File: src/include/bor_seq_pkg.sv
package bor_seq_pkg;
    // Register byte offsets on the Wishbone bus
    localparam logic [4:0] ADDR_CAUSE = 5'h00;
    localparam logic [4:0] ADDR_CFG = 5'h04;
    localparam logic [4:0] ADDR_IRQ_STAT = 5'h08;
    localparam logic [4:0] ADDR_IRQ_MASK = 5'h0c;
    localparam logic [4:0] ADDR_STATUS = 5'h10;
    localparam int unsigned ADDR_W = 5;
    // Reset cause register: brown-out flag position
    localparam int unsigned CAUSE_BOR_BIT = 1;
    // Status register: lock flag position (read-only view)
    localparam int unsigned OSC_LOCK_BIT = 5;
    // Config register field positions
    localparam int unsigned CFG_OSCSEL_LSB = 0;
    localparam int unsigned CFG_POSC_LSB = 4;
    localparam int unsigned CFG_PLL_BIT = 8;
    localparam int unsigned CFG_POWERUP_TIMER_LSB = 16;
    localparam logic [2:0] OSCSEL_RESET = 3'h7;
    localparam logic [1:0] POSC_RESET = 2'h3;
    localparam logic [1:0] POSC_XTAL = 2'h1;
    localparam logic [1:0] POSC_DISABLED = 2'h3;
    localparam logic [2:0] OSCSEL_PRIMARY = 3'h2;
    localparam logic [2:0] OSCSEL_PRIMARY_PLL = 3'h3;
    localparam logic [15:0] POWERUP_TIMER_RESET = 16'h0040;
    // Interrupt bits
    localparam int unsigned IRQ_BOR = 0;
    localparam int unsigned IRQ_READY = 1;
    // Timing
    localparam int unsigned CLK_HZ = 25000000;
    localparam int unsigned FAILSAFE_US = 100;
    localparam int unsigned FAILSAFE_CYC = (FAILSAFE_US * (CLK_HZ / 1000000) > 0) ?
        FAILSAFE_US * (CLK_HZ / 1000000) : 1;
    localparam int unsigned OST_CYC_DEF = 1024;
    localparam int unsigned CNT_W = 16;
    localparam int unsigned PULSE_CYC = 4;

    typedef enum logic [1:0] {
        ST_RUN = 2'b00,
        ST_PULSE = 2'b01,
        ST_HOLD = 2'b10
    } seq_state_t;

    typedef struct packed {
        logic [2:0] osc_select_cfg;
        logic [1:0] primary_osc_mode_cfg;
        logic pll_en;
        logic [15:0] powerup_delay;
    } cfg_t;

    typedef struct packed {
        seq_state_t st;
        cfg_t cfg;
        logic [2:0] clk_src;
        logic use_osc;
        logic use_pll;
        logic [CNT_W-1:0] ost_cnt;
        logic [CNT_W-1:0] powerup_timer_cnt;
        logic [2:0] pulse_cnt;
        logic clk_hold;
        logic core_rst;
        logic bor_flag;
        logic [1:0] irq_stat;
        logic [1:0] irq_mask;
        logic irq;
        logic ack;
        logic [31:0] rdata;
        logic bor_s1;
        logic bor_s2;
        logic lock_s1;
        logic lock_s2;
    } seq_regs_t;
endpackage

File: src/brownout_reset_sequencer.sv
module brownout_reset_sequencer #(
    parameter int unsigned OST_CYC = bor_seq_pkg::OST_CYC_DEF,
    parameter int unsigned FAILSAFE_CYCLES = bor_seq_pkg::FAILSAFE_CYC
) (
    input wire logic i_sys_clk,
    input wire logic i_sys_rst,
    input wire logic i_brownout_det,
    input wire logic i_pll_lock,
    input wire logic i_sleep,
    input wire logic i_wb_cyc,
    input wire logic i_wb_stb,
    input wire logic i_wb_we,
    input wire logic [bor_seq_pkg::ADDR_W-1:0] i_wb_adr,
    input wire logic [31:0] i_wb_dat,
    input wire logic [3:0] i_wb_sel,
    output logic o_wb_ack,
    output logic [31:0] o_wb_dat,
    output logic o_device_rst,
    output logic o_clk_hold,
    output logic [2:0] o_clk_src,
    output logic o_irq
);
    localparam int unsigned CNT_W = bor_seq_pkg::CNT_W;

    bor_seq_pkg::seq_regs_t q, d;

    // Pack the config register for reading
    function automatic logic [31:0] cfg_word(input bor_seq_pkg::cfg_t c);
        logic [31:0] w;
        w = 32'h0;
        w[bor_seq_pkg::CFG_OSCSEL_LSB +: 3] = c.osc_select_cfg;
        w[bor_seq_pkg::CFG_POSC_LSB +: 2] = c.primary_osc_mode_cfg;
        w[bor_seq_pkg::CFG_PLL_BIT] = c.pll_en;
        w[bor_seq_pkg::CFG_POWERUP_TIMER_LSB +: 16] = c.powerup_delay;
        return w;
    endfunction

    // Byte-lane merge of a write into a word
    function automatic logic [31:0] merge(input logic [31:0] old, input logic [31:0] nw,
                                          input logic [3:0] sel);
        logic [31:0] r;
        r = old;
        for (int i = 0; i < 4; i++) begin
            if (sel[i]) begin
                r[i*8 +: 8] = nw[i*8 +: 8];
            end
        end
        return r;
    endfunction

    logic bor_rise;
    logic wr;
    logic rd;
    logic [31:0] wmask;
    logic [31:0] cfg_new;

    // Next-state logic for the sequencer, flags and bus slave
    always_comb begin
        d = q;
        d.bor_s1 = i_brownout_det;
        d.bor_s2 = q.bor_s1;
        d.lock_s1 = i_pll_lock;
        d.lock_s2 = q.lock_s1;
        bor_rise = q.bor_s2;
        wr = i_wb_cyc && i_wb_stb && i_wb_we && !q.ack;
        rd = i_wb_cyc && i_wb_stb && !i_wb_we && !q.ack;
        wmask = merge(32'h0, 32'hffffffff, i_wb_sel);
        cfg_new = merge(cfg_word(q.cfg), i_wb_dat, i_wb_sel);
        d.ack = i_wb_cyc && i_wb_stb && !q.ack;
        d.rdata = 32'h0;

        // Register writes
        if (wr) begin
            case (i_wb_adr[bor_seq_pkg::ADDR_W-1:0])
                5'(bor_seq_pkg::ADDR_CAUSE): begin
                    if (wmask[bor_seq_pkg::CAUSE_BOR_BIT] &&
                        !i_wb_dat[bor_seq_pkg::CAUSE_BOR_BIT]) begin
                        d.bor_flag = 1'b0;
                    end
                end
                5'(bor_seq_pkg::ADDR_CFG): begin
                    d.cfg.osc_select_cfg = cfg_new[bor_seq_pkg::CFG_OSCSEL_LSB +: 3];
                    d.cfg.primary_osc_mode_cfg = cfg_new[bor_seq_pkg::CFG_POSC_LSB +: 2];
                    d.cfg.pll_en = cfg_new[bor_seq_pkg::CFG_PLL_BIT];
                    d.cfg.powerup_delay = cfg_new[bor_seq_pkg::CFG_POWERUP_TIMER_LSB +: 16];
                end
                5'(bor_seq_pkg::ADDR_IRQ_STAT): begin
                    d.irq_stat = q.irq_stat & ~(i_wb_dat[1:0] & wmask[1:0]);
                end
                5'(bor_seq_pkg::ADDR_IRQ_MASK): begin
                    d.irq_mask = (q.irq_mask & ~wmask[1:0]) | (i_wb_dat[1:0] & wmask[1:0]);
                end
                default: begin
                end
            endcase
        end

        // Register reads; unmapped addresses read as zero
        if (rd) begin
            case (i_wb_adr[bor_seq_pkg::ADDR_W-1:0])
                5'(bor_seq_pkg::ADDR_CAUSE): begin
                    d.rdata[bor_seq_pkg::CAUSE_BOR_BIT] = q.bor_flag;
                end
                5'(bor_seq_pkg::ADDR_CFG): d.rdata = cfg_word(q.cfg);
                5'(bor_seq_pkg::ADDR_IRQ_STAT): d.rdata[1:0] = q.irq_stat;
                5'(bor_seq_pkg::ADDR_IRQ_MASK): d.rdata[1:0] = q.irq_mask;
                5'(bor_seq_pkg::ADDR_STATUS): begin
                    d.rdata[bor_seq_pkg::OSC_LOCK_BIT] = q.lock_s2;
                    d.rdata[1:0] = q.st;
                    d.rdata[4:2] = q.clk_src;
                end
                default: d.rdata = 32'h0;
            endcase
        end

        // Sequencer; brown-out is honoured in every state and in sleep
        case (q.st)
            bor_seq_pkg::ST_RUN: begin
                d.clk_hold = 1'b0;
                d.core_rst = 1'b0;
            end
            bor_seq_pkg::ST_PULSE: begin
                d.core_rst = 1'b1;
                d.clk_hold = 1'b1;
                if (q.pulse_cnt != 3'h0) begin
                    d.pulse_cnt = q.pulse_cnt - 3'h1;
                end else if (!q.bor_s2) begin
                    d.st = bor_seq_pkg::ST_HOLD;
                end
            end
            bor_seq_pkg::ST_HOLD: begin
                d.core_rst = 1'b1;
                if (q.use_osc && q.ost_cnt != '0) begin
                    d.ost_cnt = q.ost_cnt - 1'b1;
                end
                if (q.powerup_timer_cnt != '0) begin
                    d.powerup_timer_cnt = q.powerup_timer_cnt - 1'b1;
                end
                // Clock held until start-up timer and PLL lock are both done
                d.clk_hold = (q.use_osc && q.ost_cnt != '0) ||
                             (q.use_pll && !q.lock_s2);
                if (!d.clk_hold && q.powerup_timer_cnt == '0) begin
                    d.st = bor_seq_pkg::ST_RUN;
                    d.core_rst = 1'b0;
                    d.irq_stat[bor_seq_pkg::IRQ_READY] = 1'b1;
                end
            end
            default: d.st = bor_seq_pkg::ST_RUN;
        endcase

        // Brown-out entry wins over everything, sleep included
        if (bor_rise) begin
            d.st = bor_seq_pkg::ST_PULSE;
            d.core_rst = 1'b1;
            d.clk_hold = 1'b1;
            d.pulse_cnt = 3'(bor_seq_pkg::PULSE_CYC - 1);
            d.clk_src = q.cfg.osc_select_cfg;
            d.use_osc = q.cfg.primary_osc_mode_cfg != bor_seq_pkg::POSC_DISABLED;
            d.use_pll = q.cfg.pll_en ||
                        q.cfg.osc_select_cfg == bor_seq_pkg::OSCSEL_PRIMARY_PLL;
            d.ost_cnt = CNT_W'(OST_CYC);
            if (q.cfg.powerup_delay == 16'h0 &&
                q.cfg.primary_osc_mode_cfg == bor_seq_pkg::POSC_XTAL) begin
                d.powerup_timer_cnt = CNT_W'(FAILSAFE_CYCLES);
            end else begin
                d.powerup_timer_cnt = q.cfg.powerup_delay;
            end
            d.bor_flag = 1'b1;
            d.irq_stat[bor_seq_pkg::IRQ_BOR] = 1'b1;
        end
        d.irq = |(d.irq_stat & d.irq_mask);
    end

    // State register; the brown-out flag is not cleared by reset
    always_ff @(posedge i_sys_clk) begin
        if (i_sys_rst) begin
            q <= '0;
            q.cfg.osc_select_cfg <= bor_seq_pkg::OSCSEL_RESET;
            q.cfg.primary_osc_mode_cfg <= bor_seq_pkg::POSC_RESET;
            q.cfg.powerup_delay <= bor_seq_pkg::POWERUP_TIMER_RESET;
            q.clk_src <= bor_seq_pkg::OSCSEL_RESET;
            q.bor_flag <= q.bor_flag;
        end else begin
            q <= d;
        end
    end

    assign o_wb_ack = q.ack;
    assign o_wb_dat = q.rdata;
    assign o_device_rst = q.core_rst;
    assign o_clk_hold = q.clk_hold;
    assign o_clk_src = q.clk_src;
    assign o_irq = q.irq;
endmodule

File: config.mk
export PLATFORM = sky130hd
export DESIGN_NAME = brownout_reset_sequencer
export DESIGN_NICKNAME = d
export VERILOG_FILES = /design/src/include/bor_seq_pkg.sv /design/src/brownout_reset_sequencer.sv
export SDC_FILE = /design/constraint.sdc
export NUM_CORES = 1
export LEC_CHECK = 0
export BUFFER_PORTS_ARGS = -buffer_cell sky130_fd_sc_hd__buf_4
export CAP_MARGIN = 20
export CORE_UTILIZATION = 25
export CTS_BUF_LIST = sky130_fd_sc_hd__clkbuf_4
export CTS_CLUSTER_DIAMETER = 80
export DETAILED_ROUTE_END_ITERATION = 8
export GPL_ROUTABILITY_DRIVEN = 0
export PLACE_DENSITY_LB_ADDON = 0.05
export SKIP_CTS_REPAIR_TIMING = 1
export SLEW_MARGIN = 20
export SYNTH_ARGS = -nofsm -noshare
export SYNTH_HDL_FRONTEND = slang
export SYNTH_SLANG_ARGS = --single-unit
File: constraint.sdc
create_clock -name i_sys_clk -period 5.8 [get_ports i_sys_clk]
set_input_delay 0.58 -clock i_sys_clk [delete_from_list [all_inputs] [get_ports i_sys_clk]]
set_output_delay 0.58 -clock i_sys_clk [all_outputs]
set_load 0.05 [all_outputs]
* Word level (Yosys, flattened, before mapping) *
Index checks and enable logic that the tools add are counted.

storage, ports and cells
  flip-flop bits (word level) = 109
  input bits = 49

operators by class
  $add $sub $neg = 3
  eq/ne operators = 14
  mux-type cells = 25
  bitwise gates (word level) = 11
  reduce and logical (&&, ||, !) cells = 50

operators with widths
  cell                     count
  $mux W33                 1
  $logic_not A16 Y1        2
  $mux W16                 2
  $reduce_bool A16 Y1      2
  $sub A16 B1 Y16 const B  2
  $mux W27                 1
  $reduce_and A3 Y1        6
  $reduce_bool A2 Y1       8
  $pmux W2 S3              2
  $logic_and A1 B1 Y1      11
  $mux W11                 1
  $eq A5 B4 Y1 const B     2
  $mux W2                  5
  $reduce_and A2 Y1        5
  $and A2 B2 Y2            4
  $ne A2 B2 Y1 const B     4
  $pmux W4 S2              1
  $mux W1                  7
  $mux W3                  2
  $ne A3 B3 Y1 const B     2
  $reduce_or A2 Y1         3
  $eq A5 B3 Y1 const B     1
  $eq A5 B5 Y1 const B     1
  $logic_not A1 Y1         5
  other kinds (17)         23

* Depth between registers and ports, before layout *
Gate-level depths: netlist (run 1).

  word-level depth = 10
  gate-level depth with buffers = 8
  gate-level depth less buffers = 7

* Worst setup path after synthesis (run 1) *
No wires, ideal clock.

  path kind = input port to flip-flop
  start point = input i_wb_adr[1] (netlist bit)
  end point = register q[100] (netlist bit)
  library setup time = 71 ps
  data arrival time = 1981 ps
  data required time = 5729 ps
  slack = 3749 ps
  stages on the path = 5
  buffers on the path = 1
  path through = or3b_2 nor4b_4 buf_2 nand3_1 a21oi_1

between the ends
  cells in the longest elaborated chain, start to end = 2

RTL lines
  element                      line                            RTL
  start: declaration           brownout_reset_sequencer.sv:13  input wire logic [bor_seq_pkg::ADDR_W-1:0] i_wb_adr,
  $eq A5 B3 Y1                 brownout_reset_sequencer.sv:74  case (i_wb_adr[bor_seq_pkg::ADDR_W-1:0])
  $reduce_and A3 Y1 (no line)  --
  end: declaration             brownout_reset_sequencer.sv:25  bor_seq_pkg::seq_regs_t q, d;

Every way passes these cells.
A chain may end at the register's enable or synchronous reset.

* Worst setup path in the final report (run 1) *
  start point = register q[75] (netlist bit)
  end point = register q (netlist bit o_clk_hold)

between the ends
  cells in the longest elaborated chain, start to end = 5

RTL lines
  element              line                             RTL
  $reduce_bool A16 Y1  brownout_reset_sequencer.sv:140  d.clk_hold = (q.use_osc && q.ost_cnt != '0) ||
  $logic_and A1 B1 Y1  brownout_reset_sequencer.sv:140
  $logic_or A1 B1 Y1   brownout_reset_sequencer.sv:140
  $pmux W2 S3          brownout_reset_sequencer.sv:117  case (q.st)
  $mux W33             brownout_reset_sequencer.sv:152  if (bor_rise) begin

Every way passes these cells.

==> summary.txt, run 1 <==
Outcome
  • Outcome: complete, but fails checks
  • Violated checks: design-rule violations

Cells and area
  • Fillers: between 1500 and 2000
  • Post-route non-filler standard cell count: approximately 790
  • Area added between synthesis and finish: 13.1%
  • Layout net count: around 600
  • Layout cell share with drive strength beyond 1: 0.188

Logic synthesis
  • Synth warnings: 0
  • Post-Syn Area: between 4000 and 5000 sq um
  • Synth cell types: 68
  • Post-Synth Adder-Cell Area: 0.0186
  • Synth Area in XOR/XNOR: 0.0391
  • Async set-or-reset flop fraction in the synthesized netlist: 0
  • Post-synthesis sequential area ratio: 0.428
  • Avg Inst Size Synth: roughly 9 sq um
  • Mux cell area share after synthesis: 0.0109
  • Count of flip-flops with a built-in enable after synthesis: 1
  • Ys flop type: dfxtp_1
  • Post-Synth Simple-Gate Area: 0.279
  • Synth Register Bits: 100
  • Compound-cell area share of the yosys netlist: 0.130
  • Largest family of logic cells by synthesized area: simple AND/OR/NAND/NOR gates
  • Syn Inst Count: 529

STA
  • Worst slew pin tran: about 0.74 ns
  • Pins Over Slew Limit: 0
  • Skew final: 0.0278 ns
  • RSZ-0062 raised after global routing: no
  • Max transition margin: 0.508
  • Final setup fails: 0
  • Final min period: 2.61 ns
  • Final-report hold violation count: 0
  • Tcrit/Tclk final: 0.450
  • Fmax: ~380 MHz
  • Setup TNS: 0 ns

Clock network
  • CTS Buf Count: 9
  • Clock slew at reported path FFs: roughly 0.17 ns
  • Clock Tree Root: clkbuf_4
  • Clk_lat worst skew: around 0.5 ns
  • CTS Sinks: 100
  • CTS tree: built
  • CTS HTree Levels: 3
  • Max clock buf depth: 2

Hold path
  • Hold Startpoint: i_pll_lock
  • Hold Crit Class: in -> reg
  • Hold depth: 2
  • Hold EP: d[0]

Detailed routing
  • Final WL: between 10 and 15 mm
  • Drt wl/cell: 16.1 um
  • DR DRC count: 3
  • Vias per cell: about 4.8
  • Pre-Repair DR Iteration Count: 8
  • Antenna viol nets, final: 0
  • Drt initial violations: about 200
  • Vias after detailed routing: around 3800

Global route
  • Tot GR Track Use: 0.137
  • Antenna violations before repair: 1
  • First-pass GRT wire length: slightly above 20 mm
  • Largest net degree at the start of global routing: 63
  • Total gr overflow: 0
  • Vias in the first global route: 3747

Critical path
  • Top cell family by delay on the critical path: simple AND/OR/NAND/NOR gates
  • Internal reg-to-reg setup slack: around 3.2 ns
  • CP max-delay cell: nand4bb_1
  • Critical-path cell list: or4_4 -> nand4bb_1 -> a221o_1 -> a221oi_1 -> nor2_1
  • WP data arrival: approximately 3 ns
  • Buf/Inv on CP: 0
  • CP max stage delay: roughly 0.64 ns
  • Critical Path End Type: flop
  • RR Endpoint: o_clk_hold
  • CP Max Fanout: 12
  • Required time worst endpoint: between 6 and 7 ns
  • Worst R2R Path Depth: 5
  • Startpoint Class: flop
  • Reg2reg start: q[75]
  • Crit Path Class: reg -> reg

Floorplan
  • Total Die Area: ~19000 sq um
  • Die W: between 100 and 150 um
  • Row count: 49
  • # IOs: around 90
  • Core area: between 15000 and 20000 sq um
  • Die height: approximately 140 um
  • Initial Utilization: 0.258

Power
  • VDD IR max: 89.2 uV
  • PwrDens: around 230 nW/um^2
  • Leak Pwr: 0.00205 uW

Placed design
  • Placed Cells: slightly below 800
  • DP HPWL: between 8 and 9 mm
  • IO buf count: 67

Flow run
  • Max_cap viols: 0
## through the flow
step,cell area (sq um),setup WS [ns],util,hold WS (ns),power [uW]
after detailed placement,5190,3.19,0.285,0.428,871
after CTS,5310,3.16,0.292,0.268,1250
after global placement,5190,3.18,0.285,0.417,871
after global routing,5320,3.02,0.292,0.268,1290
final,5320,3.19,0.292,0.311,1220
after floorplan,4730,3.75,-,0.414,828
## cell usage in the layout (no fill, tap or decap), drive strengths merged, types with 3 or more instances in the layout
cell	Yosys	routed
a21oi	29	29
nand2	30	30
nor3b	4	4
a211o	9	9
a221oi	6	6
a211oi	5	5
ha	7	7
nor2b	15	15
nand2b	3	3
dfxtp	99	99
inv	19	23
a31oi	3	3
nand3	25	25
xor2	8	8
nor4b	8	8
and2	6	6
nand3b	3	3
o21ai	4	4
nand4	8	8
a2111oi	3	3
conb	1	9
nor4	13	13
or4	6	6
mux2i	4	4
a22o	5	5
buf	39	71
nor2	49	49
or2	4	4
clkbuf	22	9
and3	22	22
or3	6	6
xnor2	13	13
nor3	19	19
## registers in the layout, summed over array words and instances (netlist names), 2 cells and up
| name | count |
|---|---|
| q | 67 |
| o_wb_dat | 23 |
| o_clk_src | 3 |
| d | 2 |
## where the power goes
part	switching (uW)	internal (uW)	total (uW)	leakage, uW
Sequential	10.6	699	710	0.000811
Combinational	91.0	54.8	146	0.00117
Clock	269	93.8	363	0.0000639
## metal layers
layer,track usage,up-vias,part of all wire
met5,0,-,0
met4,0.0380,0,0.011
met3,0.0356,9,0.039
met2,0.230,76,0.47
met1,0.173,1783,0.48
li1,-,1918,-
## cell type report
type | count | area (sq um) | area share
Multi-Input combinational cell | 356 | 2280 | 0.429
Sequential cell | 100 | 2010 | 0.379
Timing Repair Buffer | 71 | 533 | 0.100
Tap cell | 229 | 287 | 0.0539
Inverter | 20 | 75.1 | 0.0141
Clock buffer | 9 | 67.6 | 0.0127
Clock inverter | 7 | 56.3 | 0.0106
Antenna cell | 1 | 2.50 | 0.000471
## cell usage after synthesis (3+ instances only)
cell,instances,share of area
dfxtp_1,99,0.42
nor2_1,49,0.039
buf_4,36,0.057
nand2_1,30,0.024
a21oi_1,29,0.031
nand3_1,25,0.027
and3_1,22,0.029
clkbuf_1,21,0.017
inv_1,19,0.015
nor3_1,18,0.019
nor2b_1,15,0.020
xnor2_1,13,0.024
nor4_1,11,0.015
a211o_1,9,0.017
xor2_1,8,0.015
ha_1,7,0.019
nand4_1,7,0.0093
nor4b_1,7,0.013
a221oi_1,6,0.011
and2_1,6,0.0080
a211oi_1,5,0.0080
a22o_1,5,0.0093
or3_1,5,0.0067
mux2i_1,4,0.0085
nor3b_1,4,0.0064
o21ai_0,4,0.0043
or2_2,4,0.0053
or4_1,4,0.0064
a31oi_1,3,0.0040
nand2b_1,3,0.0040
nand3b_1,3,0.0048
## how the worst max path moves through the flow
stage,from,endpoint,slack (ns),depth (start not counted)
after global placement,q[68],o_clk_hold,3.18,5
final,q[75],o_clk_hold,3.19,5
after global routing,q[64],o_clk_hold,3.02,7
after floorplan,i_wb_adr[1],q[100],3.75,5
after detailed placement,q[75],o_clk_hold,3.19,5
after CTS,q[68],o_clk_hold,3.16,5
## worst reg2reg max path: cells and delay by family (launching register included)
kind | cells | cell delay, ns
flops | 1 | 0.38
compound gates | 2 | 0.84
simple gates | 3 | 1.28
## kinds of logic after synthesis
family	after synthesis
simple gates	230
other cells	1
fa+ha+maj	7
compound gates	84
buf+inv	81
mux	5
flops	100
xor+xnor	21
No activity file was read; power rests on OpenSTA's default activity.
==> run 2, diff against run 1 <==
Clock period 5.8 ns to 2.4 ns, I/O delays scaled along.
==> run 2 against run 1 <==
  * The run still ends with design-rule violations left
  * Critical path depth increased by 2
  * Fmax increased by 19%
  * Clock-buffer cell count increased by 1
  * Routed wire length increased by 1.7%
  * Register-to-register slack got worse by 3.0 ns
  * Clock power increased to 2.9 times the previous value
  * Worst setup slack got worse by 3.0 ns
  * Combinational power increased to 2.8 times the previous value
  * Worst hold slack got worse by 0.30 ns
  * Final cell count increased by 4.3%
  * Sequential cell count unchanged
==> summary.txt, run 2 (synthesized netlist as in run 1, its figures left out) <==
Detailed routing
  • DR DRC count: 3
  • Highest routed layer: met4
  • Antenna viol nets, final: 0
  • Final WL: around 13 mm
  • Met2 Wirelength: 6.27 mm
  • WL met3: 404 um
  • Vias after detailed routing: about 3900
  • Vias per cell: ~4.8
  • Metal-1 WL: 6.13 mm
  • Drt initial violations: between 150 and 200
  • Pre-Repair DR Iteration Count: 7
  • Drt wl/cell: 15.7 um

Cells and area
  • Layout cell share with drive strength beyond 1: 0.206
  • Post-route non-filler standard cell count: 827
  • Commonest non-fill, non-tap cell in the layout: dfxtp_1
  • Layout net count: about 650
  • Most frequent cells in the layout: 99 x dfxtp_1, 88 x buf_4, 49 x nor2_1
  • Max FFs per register: 67
  • Largest Register: q
  • Area added between synthesis and finish: 20.2%
  • Fillers: 1949

STA
  • RSZ-0062 raised after global routing: no
  • Worst slew pin tran: between 0.6 and 0.7 ns
  • Fin Hold WS: between 0.01 and 0.015 ns
  • Final min period: 2.18 ns
  • Setup TNS: 0 ns
  • Final-report hold violation count: 0
  • Skew final: about 0.019 ns
  • Max transition margin: 0.570
  • Final setup fails: 0
  • Fmax: between 400 and 500 MHz
  • Pins Over Slew Limit: 0
  • Tcrit/Tclk final: 0.910

Placed design
  • IO buf count: 67
  • Placed Cells: slightly below 800
  • DP HPWL: 9.50 mm

Power
  • Leak Pwr: around 0.0022 uW
  • Clock share of power: 0.331
  • Sequential power share: 0.540
  • Switch share: 0.274
  • Psw: 870 uW
  • Comb pwr share: 0.129
  • Tot Pwr: around 3200 uW
  • Internal power: roughly 2300 uW
  • VDD IR max: 226 uV
  • PwrDens: around 560 nW/um^2

Floorplan
  • Row count: a little under 50
  • Core area: between 15000 and 20000 sq um
  • Die height: 139 um
  • Initial Utilization: 0.258
  • # IOs: 88
  • Total Die Area: a little under 20000 sq um
  • Die W: ~140 um

Clock network
  • Clock slew at reported path FFs: roughly 0.16 ns
  • Max clock buf depth: 2
  • Clk_lat worst skew: about 0.48 ns
  • CTS Sinks: 100
  • Clock Tree Root: clkbuf_4
  • CTS HTree Levels: 3
  • CTS Buf Count: 9
  • CTS tree: built

Critical path
  • CP max stage delay: 0.59 ns
  • CP Max Fanout: 5
  • Required time worst endpoint: around 2.8 ns
  • Critical Path End Type: flop
  • WP data arrival: around 2.6 ns
  • Crit Path Class: reg -> reg
  • Critical-path cell list: inv_1 -> ha_1 -> or4b_2 -> or4_4 -> nand4_1 -> xor2_1 -> a211oi_1
  • CP max-delay cell: or4b_2
  • Startpoint Class: flop

Global route
  • Largest net degree at the start of global routing: 31
  • Vias in the first global route: around 4000
  • First-pass GRT wire length: 21.4 mm
  • Antenna violations before repair: 1
  • Total gr overflow: 0
  • Tot GR Track Use: 0.141

Outcome
  • Violated checks: design-rule violations
  • Outcome: complete, but fails checks

Flow run
  • Max_cap viols: 0

Hold path
  • Hold Crit Class: in -> reg
run 2: metal layers:
metal  vias to the layer above  GRT usage
li1                       1967          -
met1                      1878      0.176
met2                        75      0.243
met3                        13     0.0266
met4                         0     0.0480
met5                         -          0
run 2: area by class of cell:
class	instances	area [sq um]	share of cell area
Tap cell	229	287	0.0507
Antenna cell	1	2.50	0.000443
Multi-Input combinational cell	356	2280	0.404
Clock inverter	6	86.3	0.0153
Inverter	20	75.1	0.0133
Sequential cell	100	2010	0.356
Timing Repair Buffer	105	831	0.147
Clock buffer	10	75.1	0.0133
run 2: worst max-delay path: cells and delay by family, from the launching register on:
family,cells,cell delay (ns)
simple gates,3,1.16
flops,1,0.39
compound gates,1,0.21
fa+ha+maj,1,0.19
buf+inv,1,0.09
xor+xnor,1,0.07
run 2: power by group through the flow:
stage | combinational (uW) | sequential (uW) | clock [uW]
floorplan | 251 | 1750 | 0
CTS | 392 | 1720 | 1110
global placement | 390 | 1750 | 0
finish | 410 | 1710 | 1050
global route | 453 | 1720 | 1170
detailed placement | 391 | 1750 | 0
run 2: through the flow:
stage | setup WS [ns] | cell area [sq um] | util
2_1_floorplan | 0.388 | 4730 | -
3_3_place_gp | 0.271 | 5320 | 0.292
3_5_place_dp | 0.247 | 5320 | 0.292
4_1_cts | 0.176 | 5480 | 0.301
5_1_grt | 0.0845 | 5650 | 0.310
6_report | 0.215 | 5650 | 0.310
run 2: path summary, 6_finish.rpt:
kind | startpoint | end | cells past startpoint | slack (ns)
worst max-delay path | q[48] | q[57] | 7 | 0.22
worst max register to register | q[48] | q[57] | 7 | 0.22
worst min register to register | d[2] | bor_rise | 1 | 0.46
worst min-delay path | i_wb_dat[23] | q[92] | 3 | 0.01
==> run 3, diff against run 2 <==
--- a/config.mk
+++ b/config.mk
@@ -7,3 +7,2 @@
 export LEC_CHECK = 0
-export BUFFER_PORTS_ARGS = -buffer_cell sky130_fd_sc_hd__buf_4
 export CAP_MARGIN = 20
@@ -13,2 +12,3 @@
 export DETAILED_ROUTE_END_ITERATION = 8
+export DONT_BUFFER_PORTS = 1
 export GPL_ROUTABILITY_DRIVEN = 0
--- a/constraint.sdc
+++ b/constraint.sdc
@@ -3,2 +3,2 @@
 set_output_delay 0.24 -clock i_sys_clk [all_outputs]
-set_load 0.05 [all_outputs]
+set_load 0.01 [all_outputs]
==> run 3 against run 2 <==
  * The flow still finishes with violations (design-rule violations)
  * Worst setup slack worse by 0.11 ns
  * Combinational power down 25%
  * Non-clock buffer count down 40
  * Worst hold slack better by 0.018 ns
  * Sequential share of layout area up 1.5 points
  * First-iteration DRC count down 24%
  * Sequential cell count unchanged
  * Fmax down 4.8%
  * Die area unchanged
  * Global-route usage down 0.88 points
  * Clock skew down 0.0013 ns
  * Power down 8.0%
  * Largest power group unchanged
==> summary.txt, run 3 (synthesized netlist as in run 1, its figures left out) <==
Outcome
  • Outcome: complete, but fails checks
  • Violated checks: design-rule violations

Critical path
  • WP data arrival: ~2.7 ns
  • Top cell family by delay on the critical path: buffers and inverters
  • CP Max Fanout: 4
  • Required time worst endpoint: approximately 2.8 ns
  • Crit path top cell by count: dlygate4sd3_1
  • Reg2reg start: o_wb_ack
  • Crit Path Class: in -> reg
  • Critical Path End Type: flop
  • Critical-path cell list: dlygate4sd3_1 -> nor2_1 -> dlygate4sd3_1 -> nand2_1 -> dlygate4sd3_1 -> nor3_1 -> dlygate4sd3_1
  • CP max stage delay: slightly below 0.6 ns
  • Startpoint Class: primary input
  • Worst Setup SP: i_wb_adr[0]
  • Buf/Inv on CP: 4
  • CP max-delay cell: dlygate4sd3_1

Detailed routing
  • Pre-Repair DR Iteration Count: 7
  • Drt initial violations: 143
  • Vias per cell: between 4 and 5
  • Antenna viol nets, final: 0
  • Drt wl/cell: roughly 16 um
  • Vias after detailed routing: ~3800
  • DR DRC count: 3
  • Final WL: roughly 13 mm

Placed design
  • DP HPWL: ~9 mm
  • Place WS: a little over 0.2 ns
  • IO buf count: 0
  • Placed instance area: between 4000 and 5000 sq um

Clock network
  • CTS tree: built
  • Max clock buf depth: 2
  • CTS HTree Levels: 3
  • CTS Buf Count: 9
  • CTS Sinks: 100
  • Clock Tree Root: clkbuf_4
  • Clock slew at reported path FFs: 0.17 ns
  • Clk_lat worst skew: between 0.4 and 0.5 ns

Cells and area
  • Most frequent cells in the layout: 99 x dfxtp_1, 49 x nor2_1, 49 x dlygate4sd3_1
  • Finished Cell Area: roughly 5400 sq um
  • Commonest non-fill, non-tap cell in the layout: dfxtp_1
  • Layout cell share with drive strength beyond 1: 0.0916
  • Multi-input gate area: 2280 sq um
  • Area added between synthesis and finish: 15.3%
  • Layout net count: ~600
  • Register area: between 2000 and 2500 sq um
  • Fillers: between 1500 and 2000
  • Largest Register: q
  • Max FFs per register: between 60 and 70

Power
  • Comb pwr share: 0.106
  • PwrDens: 539 nW/um^2
  • Sequential power share: 0.588
  • Switch share: 0.288
  • Leak Pwr: between 0.0015 and 0.002 uW
  • VDD IR max: around 320 uV
  • Clock share of power: 0.306
  • Psw: 843 uW
  • Internal power: slightly above 2000 uW

Floorplan
  • Die W: 139 um
  • # IOs: between 80 and 90
  • Row count: just under 50
  • Core area: around 18000 sq um
  • Total Die Area: 19400 sq um
  • Die height: around 140 um
  • Initial Utilization: 0.258

STA
  • Tcrit/Tclk final: 0.956
  • Setup TNS: 0 ns
  • Worst slew pin tran: 0.608 ns
  • Setup ws final: about 0.10 ns
  • Pins Over Slew Limit: 0
  • Final setup fails: 0
  • Final-report hold violation count: 0
  • Max transition margin: 0.589
  • Final min period: ~2.3 ns
  • Fmax: 436 MHz
  • Skew final: around 0.017 ns
  • Fin Hold WS: ~0.031 ns

Global route
  • First-pass GRT wire length: approximately 20 mm
  • Vias in the first global route: approximately 3600
  • Tot GR Track Use: 0.132
  • Largest net degree at the start of global routing: 63
  • Antenna violations before repair: 1
  • Total gr overflow: 0

Hold path
  • Hold Crit Class: in -> reg
  • Hold Startpoint: i_wb_adr[3]

Flow run
  • Max_cap viols: 0
==> run 3: changes by cell type in the layout (fill, tap and decap cells not counted), sizes merged <==
cell,before,now
dlygate4sd3,17,49
inv,20,23
clkinv,3,2
bufinv,2,0
buf,88,16
==> run 3: final timing paths <==
path	cells after the start	slack (ns)	endpoint
max	7	0.10	o_wb_dat[1]
min	2	0.03	o_wb_dat[0]
max reg2reg	6	0.14	o_wb_dat[1]
min reg2reg	1	0.46	bor_rise
==> run 3: power by group through the flow <==
stage	sequential [uW]	combinational, uW	clock, uW
3_3_place_gp	1750	247	0
3_5_place_dp	1750	247	0
6_report	1720	309	893
2_1_floorplan	1740	217	0
5_1_grt	1730	342	1030
4_1_cts	1720	248	956
==> run 3: final cells by class <==
cell class / count / share of cell area
Timing Repair Buffer: 65 / 0.116
Sequential cell: 100 / 0.371
Tap cell: 229 / 0.0529
Antenna cell: 1 / 0.000462
Clock buffer: 10 / 0.0139
Inverter: 20 / 0.0139
Clock inverter: 6 / 0.00993
Multi-Input combinational cell: 356 / 0.421
==> run 3: per-layer routing <==
metal  routed length (um)  vias to the layer above  part of all wire  track usage
li1                     -                     1905                 -            -
met1                 6200                     1782              0.49        0.169
met2                 5830                       67              0.46        0.212
met3                  519                       18             0.041       0.0366
met4                  229                        0             0.018       0.0503
met5                    0                        -                 0            0
==> run 3: worst reg2reg max path: cells and delay by family (launching register included) <==
family                 cells  cell delay [ns]
buffers and inverters      2             1.14
DFF                        1             0.38
and+or+nand+nor            4             0.70
==> run 3: through the flow <==
stage,util,total power (uW),cells
final,0.298,2920,787
after global routing,0.298,3100,787
after CTS,0.269,2920,736
after detailed placement,0.262,2000,720
after global placement,0.262,2000,720
after floorplan,-,1960,537
